File: config.mk
export PLATFORM = sky130hd
export DESIGN_NAME = dcid_regs
export DESIGN_NICKNAME = d
export VERILOG_FILES = /design/src/shared/dcid_pkg.sv /design/src/verilog/dcid_protect.sv /design/src/verilog/dcid_regs.sv
export VERILOG_INCLUDE_DIRS = /design/src /design/src/shared
export SDC_FILE = /design/constraint.sdc
export NUM_CORES = 1
export LEC_CHECK = 0
export BUFFER_PORTS_ARGS = -buffer_cell sky130_fd_sc_hd__buf_4
export CAP_MARGIN = 10
export CORE_MARGIN = 3
export CORE_UTILIZATION = 39
export DETAILED_ROUTE_END_ITERATION = 6
export GPL_TIMING_DRIVEN = 0
export PLACE_DENSITY = 0.71
export SYNTH_ARGS = -nofsm -noshare
export SYNTH_HDL_FRONTEND = slang
export SYNTH_SLANG_ARGS = --single-unit
export TNS_END_PERCENT = 5
File: constraint.sdc
create_clock -name clk -period 1.5 [get_ports clk]
set_input_delay 0.3 -clock clk [delete_from_list [all_inputs] [get_ports clk]]
set_output_delay 0.3 -clock clk [all_outputs]
set_load 0.02 [all_outputs]
File: src/shared/dcid_params.svh
// Offsets, field positions, masks and reset values of the identity and capability bank.
// Assumes word (16-bit) addressing of the processor memory bus.
`ifndef DCID_PARAMS_SVH
`define DCID_PARAMS_SVH

// Word addresses of the bank
`define DCID_ADDR_W 16
`define DCID_OFF_CONFIG_LO 16'h0880
`define DCID_OFF_CONFIG_HI 16'h0881
`define DCID_OFF_PART_ID 16'h0882
`define DCID_OFF_SIL_REV 16'h0883
`define DCID_OFF_CAP1_LO 16'h0886
`define DCID_OFF_CAP1_HI 16'h0887
`define DCID_OFF_CAP2_LO 16'h0888
`define DCID_OFF_CAP2_HI 16'h0889
`define DCID_OFF_CAP3_LO 16'h088a
`define DCID_OFF_CAP3_HI 16'h088b

// Capability word one fields
`define DCID_CAP1_PART_NUMBER_FIELD_LSB 22
`define DCID_CAP1_ACCEL_BIT 13
`define DCID_CAP1_RAM_LSB 3
// Capability word two fields
`define DCID_CAP2_CAN_BIT 27
`define DCID_CAP2_QUAD_BIT 16
`define DCID_CAP2_CAPT_BIT 12
`define DCID_CAP2_I2C_BIT 8
`define DCID_CAP2_SPI_BIT 4
`define DCID_CAP2_SER_LSB 0
// Capability word three fields
`define DCID_CAP3_TRIP_LSB 13
`define DCID_CAP3_PWM_LSB 0

// Defined bits of each capability word; all others read zero
`define DCID_CAP1_MASK 32'h3fc0_2078
`define DCID_CAP2_MASK 32'h0801_1117
`define DCID_CAP3_MASK 32'h000f_e07f

// Configuration register
`define DCID_CONFIG_RESET 32'h0000_0000
`define DCID_CONFIG_WMASK 32'h0000_ffff

`endif

File: src/shared/dcid_pkg.sv
// Types shared by the identity and capability bank.
// Assumes dcid_params.svh for the address width.
`include "dcid_params.svh"

package dcid_pkg;

  // One request of the processor memory bus, taken in a single cycle
  typedef struct packed {
    logic [`DCID_ADDR_W-1:0] addr;
    logic rd;
    logic wr;
    logic wide;
    logic [31:0] wdata;
  } dcid_req_t;

  // Registered answer
  typedef struct packed {
    logic valid;
    logic [31:0] data;
  } dcid_resp_t;

  typedef enum logic {
    DCID_LOCKED,
    DCID_UNLOCKED
  } dcid_prot_t;

endpackage

File: src/verilog/dcid_protect.sv
// Write-protection state driven by the unlock and lock instructions.
// Assumes the instruction strobes are one-cycle pulses synchronous to clk.
`timescale 1ns/1ps

module dcid_protect (
  input wire logic clk, // System clock
  input wire logic reset, // Synchronous, active high
  input wire logic unlock_pulse, // Protect-unlock instruction executed
  input wire logic lock_pulse, // Protect-lock instruction executed
  output logic unlocked // Protected writes allowed
);

  dcid_pkg::dcid_prot_t state_reg;
  dcid_pkg::dcid_prot_t state_next;

  ////////////////////////////////////////////////////////////////////////
  // Lock wins a tie so stray code cannot leave the bank open
  always_comb
  begin
    case (state_reg)
      dcid_pkg::DCID_LOCKED:
        state_next = (unlock_pulse && !lock_pulse) ? dcid_pkg::DCID_UNLOCKED
                                                    : dcid_pkg::DCID_LOCKED;
      dcid_pkg::DCID_UNLOCKED:
        state_next = lock_pulse ? dcid_pkg::DCID_LOCKED : dcid_pkg::DCID_UNLOCKED;
      default:
        state_next = dcid_pkg::DCID_LOCKED;
    endcase
  end

  always_ff @(posedge clk)
  begin
    if (reset)
      state_reg <= dcid_pkg::DCID_LOCKED;
    else
      state_reg <= state_next;
  end

  assign unlocked = (state_reg == dcid_pkg::DCID_UNLOCKED);

endmodule

File: src/verilog/dcid_regs.sv
// Identity and capability register bank on the processor memory bus.
// Assumes single-cycle requests in word addressing, 16- or 32-bit wide,
// and unlock/lock instruction pulses from the processor.
//
// Behaviour
// - Part number in capability word one bits 29:22, mirrored in identity low byte.
// - Word one: bit 13 math accelerator, bits 6:3 RAM blocks 3..0.
// - Word two: CAN 27, quadrature 16, capture 12, I2C 8, SPI 4, serial C/B/A 2:0.
// - Word three bits 19:13 flag comparator trip filters seven down to one.
// - Word three bits 6:0 flag PWM units seven down to one.
// - A zero capability bit means that module is absent.
// - Capability contents fixed per part variant and read only.
// - Reserved capability bits always read zero.
// - Bank at word 0x0880 holds protected configuration, part identity, silicon revision and capability words.
// - Protected registers ignore writes until unlock, blocked again after lock.
// - Both 16-bit and 32-bit accesses are accepted.
`timescale 1ns/1ps
`include "dcid_params.svh"

module dcid_regs #(
  parameter logic [7:0] PART_NUMBER = 8'h5a, // Arbitrary value
  parameter logic [7:0] PART_ID_HIGH = 8'h0a, // Arbitrary value
  parameter logic [15:0] SILICON_REV = 16'h0001, // Arbitrary value
  parameter logic MATH_ACCEL_PRESENT = 1'b1,
  parameter logic [3:0] RAM_BLOCKS_PRESENT = 4'hf, // Blocks 3..0
  parameter logic CAN_PRESENT = 1'b1,
  parameter logic QUAD_DECODER_PRESENT = 1'b1,
  parameter logic CAPTURE_UNIT_PRESENT = 1'b1,
  parameter logic I2C_PRESENT = 1'b1,
  parameter logic SPI_PRESENT = 1'b1,
  parameter logic [2:0] SERIAL_PORTS_PRESENT = 3'h7, // Ports C, B, A
  parameter logic [6:0] TRIP_FILTERS_PRESENT = 7'h7f, // Filters 7..1
  parameter logic [6:0] PWM_UNITS_PRESENT = 7'h7f, // Units 7..1
  parameter logic [31:0] CONFIG_WMASK = `DCID_CONFIG_WMASK
) (
  input wire logic clk, // System clock, 20 MHz
  input wire logic reset, // Synchronous, active high
  input wire dcid_pkg::dcid_req_t req, // Bus request
  input wire logic unlock_pulse, // Protect-unlock instruction
  input wire logic lock_pulse, // Protect-lock instruction
  output dcid_pkg::dcid_resp_t resp, // Read answer, one cycle late
  output logic write_ignored, // Pulse: a write hit and was dropped
  output logic unlocked_status, // Protected writes allowed, one cycle late
  output logic [31:0] config_out // Configuration register contents
);

  ////////////////////////////////////////////////////////////////////////
  // Fixed capability words
  wire [31:0] cap1_raw;
  wire [31:0] cap2_raw;
  wire [31:0] cap3_raw;
  wire [31:0] cap1_word;
  wire [31:0] cap2_word;
  wire [31:0] cap3_word;
  wire [15:0] part_id_word;

  // One presence flag per unit; bit n of each field stands for unit n+1
  wire [6:0] trip_filter_present;
  wire [6:0] pwm_unit_present;

  genvar idx;
  generate
    for (idx = 0; idx < 7; idx++)
    begin : g_unit_flag
      assign trip_filter_present[idx] = TRIP_FILTERS_PRESENT[idx];
      assign pwm_unit_present[idx] = PWM_UNITS_PRESENT[idx];
    end
  endgenerate

  assign cap1_raw = (32'(PART_NUMBER) << `DCID_CAP1_PART_NUMBER_FIELD_LSB)
                  | (32'(MATH_ACCEL_PRESENT) << `DCID_CAP1_ACCEL_BIT)
                  | (32'(RAM_BLOCKS_PRESENT) << `DCID_CAP1_RAM_LSB);
  assign cap2_raw = (32'(CAN_PRESENT) << `DCID_CAP2_CAN_BIT)
                  | (32'(QUAD_DECODER_PRESENT) << `DCID_CAP2_QUAD_BIT)
                  | (32'(CAPTURE_UNIT_PRESENT) << `DCID_CAP2_CAPT_BIT)
                  | (32'(I2C_PRESENT) << `DCID_CAP2_I2C_BIT)
                  | (32'(SPI_PRESENT) << `DCID_CAP2_SPI_BIT)
                  | (32'(SERIAL_PORTS_PRESENT) << `DCID_CAP2_SER_LSB);
  assign cap3_raw = (32'(trip_filter_present) << `DCID_CAP3_TRIP_LSB)
                  | (32'(pwm_unit_present) << `DCID_CAP3_PWM_LSB);

  // Absent modules leave their bit clear; reserved bits forced to zero
  assign cap1_word = cap1_raw & `DCID_CAP1_MASK;
  assign cap2_word = cap2_raw & `DCID_CAP2_MASK;
  assign cap3_word = cap3_raw & `DCID_CAP3_MASK;

  // Identity low byte taken from the same field as word one
  assign part_id_word = {PART_ID_HIGH,
                         cap1_word[`DCID_CAP1_PART_NUMBER_FIELD_LSB +: 8]};

  ////////////////////////////////////////////////////////////////////////
  // Protection state
  logic unlocked;

  dcid_protect u_protect (
    .clk(clk),
    .reset(reset),
    .unlock_pulse(unlock_pulse),
    .lock_pulse(lock_pulse),
    .unlocked(unlocked)
  );

  ////////////////////////////////////////////////////////////////////////
  // Read decode, used for both halves of a wide access
  logic [31:0] config_reg;
  logic [31:0] config_next;

  function automatic logic [15:0] read_half(input logic [`DCID_ADDR_W-1:0] a,
                                            input logic [31:0] cfg,
                                            input logic [31:0] c1,
                                            input logic [31:0] c2,
                                            input logic [31:0] c3,
                                            input logic [15:0] pid);
    logic [15:0] v;
    v = 16'h0000;
    case (a)
      `DCID_OFF_CONFIG_LO: v = cfg[15:0];
      `DCID_OFF_CONFIG_HI: v = cfg[31:16];
      `DCID_OFF_PART_ID: v = pid;
      `DCID_OFF_SIL_REV: v = SILICON_REV;
      `DCID_OFF_CAP1_LO: v = c1[15:0];
      `DCID_OFF_CAP1_HI: v = c1[31:16];
      `DCID_OFF_CAP2_LO: v = c2[15:0];
      `DCID_OFF_CAP2_HI: v = c2[31:16];
      `DCID_OFF_CAP3_LO: v = c3[15:0];
      `DCID_OFF_CAP3_HI: v = c3[31:16];
      default: v = 16'h0000;
    endcase
    return v;
  endfunction

  function automatic logic in_bank(input logic [`DCID_ADDR_W-1:0] a);
    return (a >= `DCID_OFF_CONFIG_LO) && (a <= `DCID_OFF_CAP3_HI);
  endfunction

  // Wide accesses use the even word; the odd word carries the upper half
  wire [`DCID_ADDR_W-1:0] base_addr;
  wire [`DCID_ADDR_W-1:0] upper_addr;
  wire [15:0] low_half;
  wire [15:0] high_half;
  wire [31:0] read_data;

  assign base_addr = req.wide ? {req.addr[`DCID_ADDR_W-1:1], 1'b0} : req.addr;
  assign upper_addr = {req.addr[`DCID_ADDR_W-1:1], 1'b1};
  assign low_half = read_half(base_addr, config_reg, cap1_word, cap2_word, cap3_word,
                              part_id_word);
  assign high_half = read_half(upper_addr, config_reg, cap1_word, cap2_word, cap3_word,
                               part_id_word);
  assign read_data = req.wide ? {high_half, low_half} : {16'h0000, low_half};

  ////////////////////////////////////////////////////////////////////////
  // Write decode
  wire hit_cfg_lo;
  wire hit_cfg_hi;
  wire cfg_write_ok;
  wire hit_bank;
  wire dropped;
  wire [31:0] half_sel;
  wire [31:0] wr_value;

  assign hit_cfg_lo = req.wr && (base_addr == `DCID_OFF_CONFIG_LO);
  assign hit_cfg_hi = req.wr && (req.wide ? (base_addr == `DCID_OFF_CONFIG_LO)
                                          : (req.addr == `DCID_OFF_CONFIG_HI));
  assign cfg_write_ok = unlocked && (hit_cfg_lo || hit_cfg_hi);
  assign hit_bank = req.wr && (in_bank(base_addr) || (req.wide && in_bank(upper_addr)));

  // Any write into the bank that does not land in the config register is dropped,
  // including capability, identity and revision words while unlocked
  assign dropped = hit_bank && !cfg_write_ok;

  // A narrow write to the upper half arrives on the low data lanes
  assign half_sel = {{16{hit_cfg_hi}}, {16{hit_cfg_lo}}};
  assign wr_value = (req.wide || hit_cfg_lo) ? req.wdata : {req.wdata[15:0], 16'h0000};

  // Only writable config bits move; the rest keep their value
  assign config_next = cfg_write_ok
                     ? ((config_reg & ~(half_sel & CONFIG_WMASK))
                        | (wr_value & half_sel & CONFIG_WMASK))
                     : config_reg;

  ////////////////////////////////////////////////////////////////////////
  // Registers
  always_ff @(posedge clk)
  begin
    if (reset)
      config_reg <= `DCID_CONFIG_RESET;
    else
      config_reg <= config_next;
  end

  // Idle answer lanes stay at zero so a bus that ORs its slaves sees nothing
  wire [31:0] resp_data_next;

  assign resp_data_next = req.rd ? read_data : 32'h0000_0000;

  always_ff @(posedge clk)
  begin
    if (reset)
      resp <= '0;
    else
      resp <= {req.rd, resp_data_next};
  end

  always_ff @(posedge clk)
  begin
    if (reset)
      write_ignored <= 1'b0;
    else
      write_ignored <= dropped;
  end

  always_ff @(posedge clk)
  begin
    if (reset)
      unlocked_status <= 1'b0;
    else
      unlocked_status <= unlocked;
  end

  assign config_out = config_reg;

endmodule

After elaboration in Yosys (flattened, before gate mapping)
Cells that the tools add are included.
{ "classes": {"magnitude_cmp": 4, "n_eq_ne": 16, "muxes": 8, "n_bitwise": 7, "reduce_logical": 16} }
{ "op_table": {"columns": ["operator", "count"], "rows": [
  ["equality test 16 x 12 -> 1 bit, second input constant", 11],
  ["case mux 16 bit (10 select lines)", 1],
  ["case mux 16 bit (5 select lines)", 1],
  ["equality test 15 x 11 -> 1 bit, second input constant", 5],
  ["bitwise AND 32 bit", 1],
  [">= comparator 16 x 12 -> 1 bit, second input constant", 2],
  ["<= comparator 16 x 12 -> 1 bit, second input constant", 2],
  ["NOT 16 -> 32 bit", 1],
  ["OR 32 x 16 -> 32 bit", 1],
  ["bitwise AND 16 bit", 1],
  ["two-way mux 16 bit", 1],
  ["logical AND 1 bit", 9],
  ["two-way mux 1 bit", 4],
  ["logical OR 1 bit", 3],
  ["NOT 1 bit", 3],
  ["OR reduction 3 bit", 1],
  ["logical NOT 1 bit", 2],
  ["case mux 1 bit (2 select lines)", 1],
  ["OR reduction 2 bit", 1]
]} }
{ "word_totals": {"regBits": 68, "input_bits": 55, "out_inout_bits": 67, "elab_cells": 58} }

Longest topological paths before layout
Gate-level depths: netlist of the first run.
{ "depth": {"word_depth": 8, "mapped_depth": 6, "mapped_depth_nobuf": 4} }

Cells and area by module
From an unflattened synthesis of the first run, not the netlist that was laid out.
{ "unflattened": {"hier_cells": 237, "hier_area_um2": 1951.9} }
{ "modules_own_cells": {"columns": ["mod", "n_inst", "cells_each", "area_each_um2", "seq_area_each_um2"], "rows": [
  ["dcid_regs", 1, 234, 1918.1, 780.7],
  ["dcid_protect", 1, 3, 33.8, 20.0]
]} }

Least setup slack after synthesis of the first run
Ideal clock, no wire load.
{ "synth_path": {"path_type": "input port to flip-flop", "start": "input req[47] in the netlist's numbering", "end": "register resp[6] in the netlist's numbering", "setup_ps": 70, "arrival_ps": 1350, "required_ps": 1430, "slack_ps": 80, "stages": 6, "path_buffers": 2, "cell_sequence": "nor4_4 > and4_4 > buf_8 > buf_8 > nand4_1 > a21oi_1"} }
{ "synth_between": {"elab_chain_len": 2, "word_cells_on_any_way": 11, "cone_classes": "eq/ne: 10; mux: 1"} }
{ "synth_lines": {"columns": ["element", "line", "source"], "rows": [
  ["start: declaration", "dcid_regs.sv:38", "input wire dcid_pkg::dcid_req_t req,"],
  ["equality test 16 x 12 -> 1 bit", "dcid_regs.sv:116", "case (a)"],
  ["case mux 16 bit (10 select lines) *", "dcid_regs.sv:116", null],
  ["end signal: assignment", "dcid_regs.sv:201", "resp <= {req.rd, resp_data_next};"],
  ["end: declaration", "dcid_regs.sv:41", "output dcid_pkg::dcid_resp_t resp,"]
]} }
Every way passes the cells marked *; elsewhere a longest branch is shown, timed or not.
A chain may end at the register's enable or synchronous reset.

Worst setup path in the final report of the first run
{ "layout_path": {"start": "input req[50] in the netlist's numbering", "end": "register resp[7] in the netlist's numbering"} }
Same word-level chain as after synthesis.

==> out/metrics.yaml, run 1 <==
grtUsageTotal_pct: 18.0
drive_gt1_share_pct: 42.6
synthCells: 224
htree_num_levels: 2
drv_slew: 0
reg2reg_from: "u_protect.unlocked"
reg2regPathDepth: 5
cell_internal_pwr_mw: 1.70
initial_core_util_pct: 42.1
cp.arrival_ps: 1630
route.detailed.drc: 0
place_congestion: 0.810
post_drt_wl_per_cell_um: 13.3
pwr-share-seq_pct: 47.8
first_pass_iters: 4
final_util_pct: 62.5
finalHoldViolations: 0
start_kind: "input pin"
clock_latency_ps: 300
async_reset_ff_share_pct: 0
ys_warn_count: 0
io_pins: 122
ys_types: 38
cts-root-buf: "clkbuf_8"
synth_area_per_cell_sq_um: 8.57
antenna_found_initial: 0
port_buffers: 82
ant_nets: 0
power.share.combinational_pct: 13.5
netlist_area_sq_um: 1920
leakage_nw: 1.28
hold_depth: 2
synth.top_cell.area_share_pct: 41.7
fmax_ghz: 0.709
period_minus_slack_ps: 1410
grt.overflow.total: 0
ys_seq_area_share_pct: 41.7
cts_buffers: 5
cts.sinks: 40
grt_pass1_vias: 1764
power_switching_uw: 532
path_class: "input pin to register"
p_sw_share_pct: 23.9
viasPerCell: 4.83
holdPathEnd: "u_protect.unlocked"
drtIter0Drc: 182
setup_viol: 0
cts_tree: "yes"
totalPowerFinal_mw: 2.23
die-area_sq_um: 5800
synth.most_common_cell: "dfxtp_1"
power_frac_clock_pct: 38.6
nNetsFinal: 390
cp.required_ps: 1720
crit_path_end_kind: "register"
row_count: 24
grt_pass1_wl_mm: 8.54
drt_wl_total_mm: 5.35
clkTransAtPathRegs_ps: 70
post-route-period-util_pct: 94.0
peakVddDrop_uv: 343
synth-main-ff-cell: "dfxtp_1"
crit_fanout: 10
status: "finished clean"
antenna_cells: 0
clockBufferDepth: 2
synthToLayoutAreaGrowth_pct: 48.7
fin_skew_ps: 7.59
netlist_top_cells_area: "dfxtp_1, buf_4, a21oi_1"
dp_hpwl_mm: 4.08
worstHoldStart: "lock_pulse"
core_area_sq_um: 4560
die_h_um: 76.2
drv_cap: 0
powerDensity_nw_per_um2: 781
synth-seq-cells: 40
grt_max_degree: 13
vias: 1936
die_w_um: 76.2
yosysTopAreaCell: "dfxtp_1"
regToRegSetupSlack_ps: 110
netlist_top_cells_count: "dfxtp_1, a21oi_1, buf_4, nand4_1, o21ai_0"
rsz0062_at_grt: "no"
synth_edf_count: 0
hp-class: "input pin to register"
num-fill-cells: 430
[metrics by stage]
step	setup WS [ps]	cells	instance area (sq um)	hold WS, ps	TNS, ps
2_1_floorplan	80.2	246	2000	377	0
3_3_place_gp	-259	393	2700	464	-6070
3_5_place_dp	-286	393	2700	468	-6540
4_1_cts	7.81	400	2810	158	0
5_1_grt	8.57	401	2850	160	0
6_report	89.5	401	2850	157	0
[kinds of logic (layout without fill, tap and decap cells)]
family / Yosys count / count (layout) / share of synthesized area [%]
compound gates: 59 / 59 / 17.3
simple gates: 77 / 77 / 24.1
buf+inv: 46 / 136 / 16.2
xor+xnor: 1 / 1 / 0.456
other cells: 1 / 23 / 0.195
flops: 40 / 40 / 41.7
[cells in the final DEF, fill, tap and decap left out, drive strengths merged]
| cell | synthesis | routed |
|---|---|---|
| nor2b | 4 | 4 |
| and2 | 4 | 4 |
| nor2 | 14 | 14 |
| a311oi | 1 | 1 |
| a31oi | 1 | 1 |
| xor2 | 1 | 1 |
| nand2 | 6 | 6 |
| bufinv | 0 | 1 |
| conb | 1 | 23 |
| or3 | 2 | 2 |
| o2111a | 1 | 1 |
| a41oi | 1 | 1 |
| a21oi | 29 | 29 |
| a2bb2oi | 1 | 1 |
| or3b | 1 | 1 |
| dfxtp | 40 | 40 |
| and4 | 1 | 1 |
| clkbuf | 7 | 11 |
| nand2b | 2 | 2 |
| nor4 | 1 | 1 |
| o21ai | 20 | 20 |
| clkinv | 0 | 1 |
| and3b | 1 | 1 |
| and4b | 1 | 1 |
| and3 | 1 | 1 |
| a32oi | 1 | 1 |
| inv | 1 | 1 |
| nand3 | 10 | 10 |
| nand4 | 20 | 20 |
| buf | 38 | 122 |
| a21boi | 1 | 1 |
| nor3 | 9 | 9 |
| o211ai | 3 | 3 |
[cell type report]
class	instances	area [sq um]	area share, %
timing repair buffer	83	623	21.8
clock buffer	6	72.6	2.54
tap	65	81.3	2.85
buffer	44	308	10.8
clock inverter	2	35.0	1.23
inverter	1	3.75	0.132
sequential	40	801	28.1
multi-input combinational	160	930	32.6
[metal layers]
| layer | part of all wire (%) | wire length, um | global-route usage (%) |
|---|---|---|---|
| met4 | 1.6 | 85 | 5.80 |
| met5 | 0 | 0 | 0 |
| met3 | 6.3 | 336 | 4.73 |
| met2 | 49 | 2600 | 28.8 |
| met1 | 43 | 2320 | 23.7 |
[worst max-delay path: stages]
cell,delay [ps]
buf_4,120
nor4_4,370
and4_4,310
o211ai_2,150
buf_2,240
a21oi_1,140
[power groups by stage]
| stage | Combinational [mW] | Sequential [mW] | Clock [mW] |
|---|---|---|---|
| after CTS | 0.289 | 1.07 | 0.868 |
| after floorplan | 0.173 | 1.09 | 0 |
| after detailed placement | 0.288 | 1.09 | 0 |
| final | 0.302 | 1.07 | 0.861 |
| after global placement | 0.288 | 1.09 | 0 |
| after global routing | 0.329 | 1.07 | 0.928 |
[worst max path at each step]
stage                             from       end  slack [ps]  depth (start not counted)
global route                   req[50]  resp[15]           9                          6
global placement               req[37]  register        -260                          6
finish                         req[50]   resp[7]          90                          6
CTS                 u_protect.unlocked  register           8                          5
floorplan                      req[47]   resp[6]          80                          6
detailed placement             req[37]  register        -290                          6
[timing repair]
item | in CTS | in global routing
resized for setup | 2 | 15
pin swaps | 0 | 4
hold buffers | 0 | 0
setup buffers | 0 | 1
endpoints found under the setup margin | 15 | 22
No activity file was read; power rests on OpenSTA's default activity.
==> run 2, diff against run 1 <==
--- a/config.mk
+++ b/config.mk
@@ -8,7 +8,7 @@
 export LEC_CHECK = 0
 export BUFFER_PORTS_ARGS = -buffer_cell sky130_fd_sc_hd__buf_4
 export CAP_MARGIN = 10
-export CORE_MARGIN = 3
+export CORE_MARGIN = 2
 export CORE_UTILIZATION = 39
 export DETAILED_ROUTE_END_ITERATION = 6
 export GPL_TIMING_DRIVEN = 0
==> run 2 against run 1 <==
Compared with the run above:
- critical path depth is 1 higher
- largest cell class unchanged
- flip-flop and latch count stayed put
- worst hold slack better by 13 ps
==> out/metrics.yaml, run 2 (synthesis results as in run 1) <==
cp.arrival_ps: 1680
antenna_found_initial: 0
viasPerCell: 4.80
cts.sinks: 40
dp_hpwl_mm: 3.87
ant_nets: 0
drive_gt1_share_pct: 42.3
core_area_sq_um: 4720
grt.overflow.total: 0
clockBufferDepth: 2
powerDensity_nw_per_um2: 796
regToRegSetupSlack_ps: 140
hp-class: "input pin to register"
worstSetupStartpoint: "req[50]"
power_frac_clock_pct: 39.9
mostFrequentLayoutCells: "buf_4, dfxtp_1, a21oi_1"
peakVddDrop_uv: 405
grt_max_degree: 14
drv_slew: 0
endpoint: "resp[5]"
grtUsageTotal_pct: 19.2
vias: 1933
first_pass_iters: 4
die_w_um: 74.2
clock_latency_ps: 290
cp.required_ps: 1710
die_h_um: 74.2
synthToLayoutAreaGrowth_pct: 49.2
pwr-share-seq_pct: 46.8
antenna_cells: 0
grt_pass1_vias: 1760
post-route-period-util_pct: 98.3
rsz0062_at_grt: "yes"
timing.hold.ws_ps: 169
hold_buffers: 0
row_count: 25
crit_fanout: 10
reg2reg_from: "u_protect.unlocked"
port_buffers: 82
reg2regPathDepth: 5
drtIter0Drc: 238
clkTransAtPathRegs_ps: 80
totalPowerFinal_mw: 2.28
leakage_nw: 1.28
num-fill-cells: 444
drt_wl_total_mm: 5.10
fmax_ghz: 0.678
path_class: "input pin to register"
status: "finished clean"
die-area_sq_um: 5500
place_congestion: 0.868
io_pins: 122
cell_internal_pwr_mw: 1.75
fin_skew_ps: 8.07
crit_path_end_kind: "register"
cts-root-buf: "clkbuf_8"
finalHoldViolations: 0
setup_viol: 0
htree_num_levels: 2
route.detailed.drc: 0
nNetsFinal: 390
cts_buffers: 5
period_minus_slack_ps: 1470
grt_pass1_wl_mm: 8.21
drv_cap: 0
start_kind: "input pin"
p_sw_share_pct: 23.3
layout_commonest_cell: "buf_4"
power_switching_uw: 530
post_drt_wl_per_cell_um: 12.7
initial_core_util_pct: 40.6
cts_tree: "yes"
power.share.combinational_pct: 13.2
-- run 2: changes by cell type in the layout (fill, tap and decap cells not counted) --
cell | before | now
a21oi_2 | 2 | 1
clkbuf_8 | 5 | 6
clkinv_2 | 1 | 0
a21oi_1 | 27 | 28
clkinv_4 | 0 | 1
buf_4 | 112 | 111
-- run 2: per-layer routing --
layer	track usage, %	share of wire [%]	vias to the layer above
met5	0	0	-
met4	6.06	0.92	0
met3	5.42	7.3	6
met2	29.8	48	87
met1	26.0	43	868
li1	-	-	972
-- run 2: worst min path at each step --
stage | start | end | slack [ps] | cells after the start
2_1_floorplan | lock_pulse | u_protect.unlocked | 380 | 1
3_3_place_gp | lock_pulse | u_protect.unlocked | 470 | 2
3_5_place_dp | lock_pulse | u_protect.unlocked | 470 | 2
4_1_cts | lock_pulse | u_protect.unlocked | 160 | 2
5_1_grt | lock_pulse | u_protect.unlocked | 160 | 2
6_report | lock_pulse | u_protect.unlocked | 170 | 2
-- run 2: metrics by stage --
step	util (%)	TNS [ps]	cells	instance area, sq um	setup WS, ps
finish	60.6	0	403	2860	25.5
detailed placement	57.2	-6120	395	2700	-265
floorplan	-	0	246	2000	80.2
global placement	57.2	-6110	395	2700	-264
global route	60.6	-222	403	2860	-43.9
CTS	59.8	0	402	2830	45.2
-- run 2: timing repair --
action | CTS | global route
endpoints found under the setup margin | 11 | 20
buffers inserted | 0 | 1
pin swaps | 0 | 4
gates resized for setup | 2 | 9
-- run 2: critical path, cell delays in order --
cell and delay (ps):
buf_4 120, nor4_4 400, and4_4 320, buf_8 140, buf_8 130, nand3_1 70, a21oi_1 190
-- run 2: layout make-up --
class	instances	area (sq um)	share of cell area (%)
multi-input cells	160	926	32.3
flip-flops and latches	40	801	28.0
repair buffers	83	623	21.8
plain buffers	44	304	10.6
well taps	67	83.8	2.93
clock buffers	6	82.6	2.88
clock inverters	2	38.8	1.35
inverters	1	3.75	0.131
-- run 2: power groups by stage --
stage	clock network, mW	logic (mW)	registers [mW]
after floorplan	0	0.173	1.09
after global placement	0	0.288	1.09
after detailed placement	0	0.288	1.09
after CTS	0.928	0.290	1.07
after global routing	0.986	0.327	1.07
final	0.909	0.302	1.07
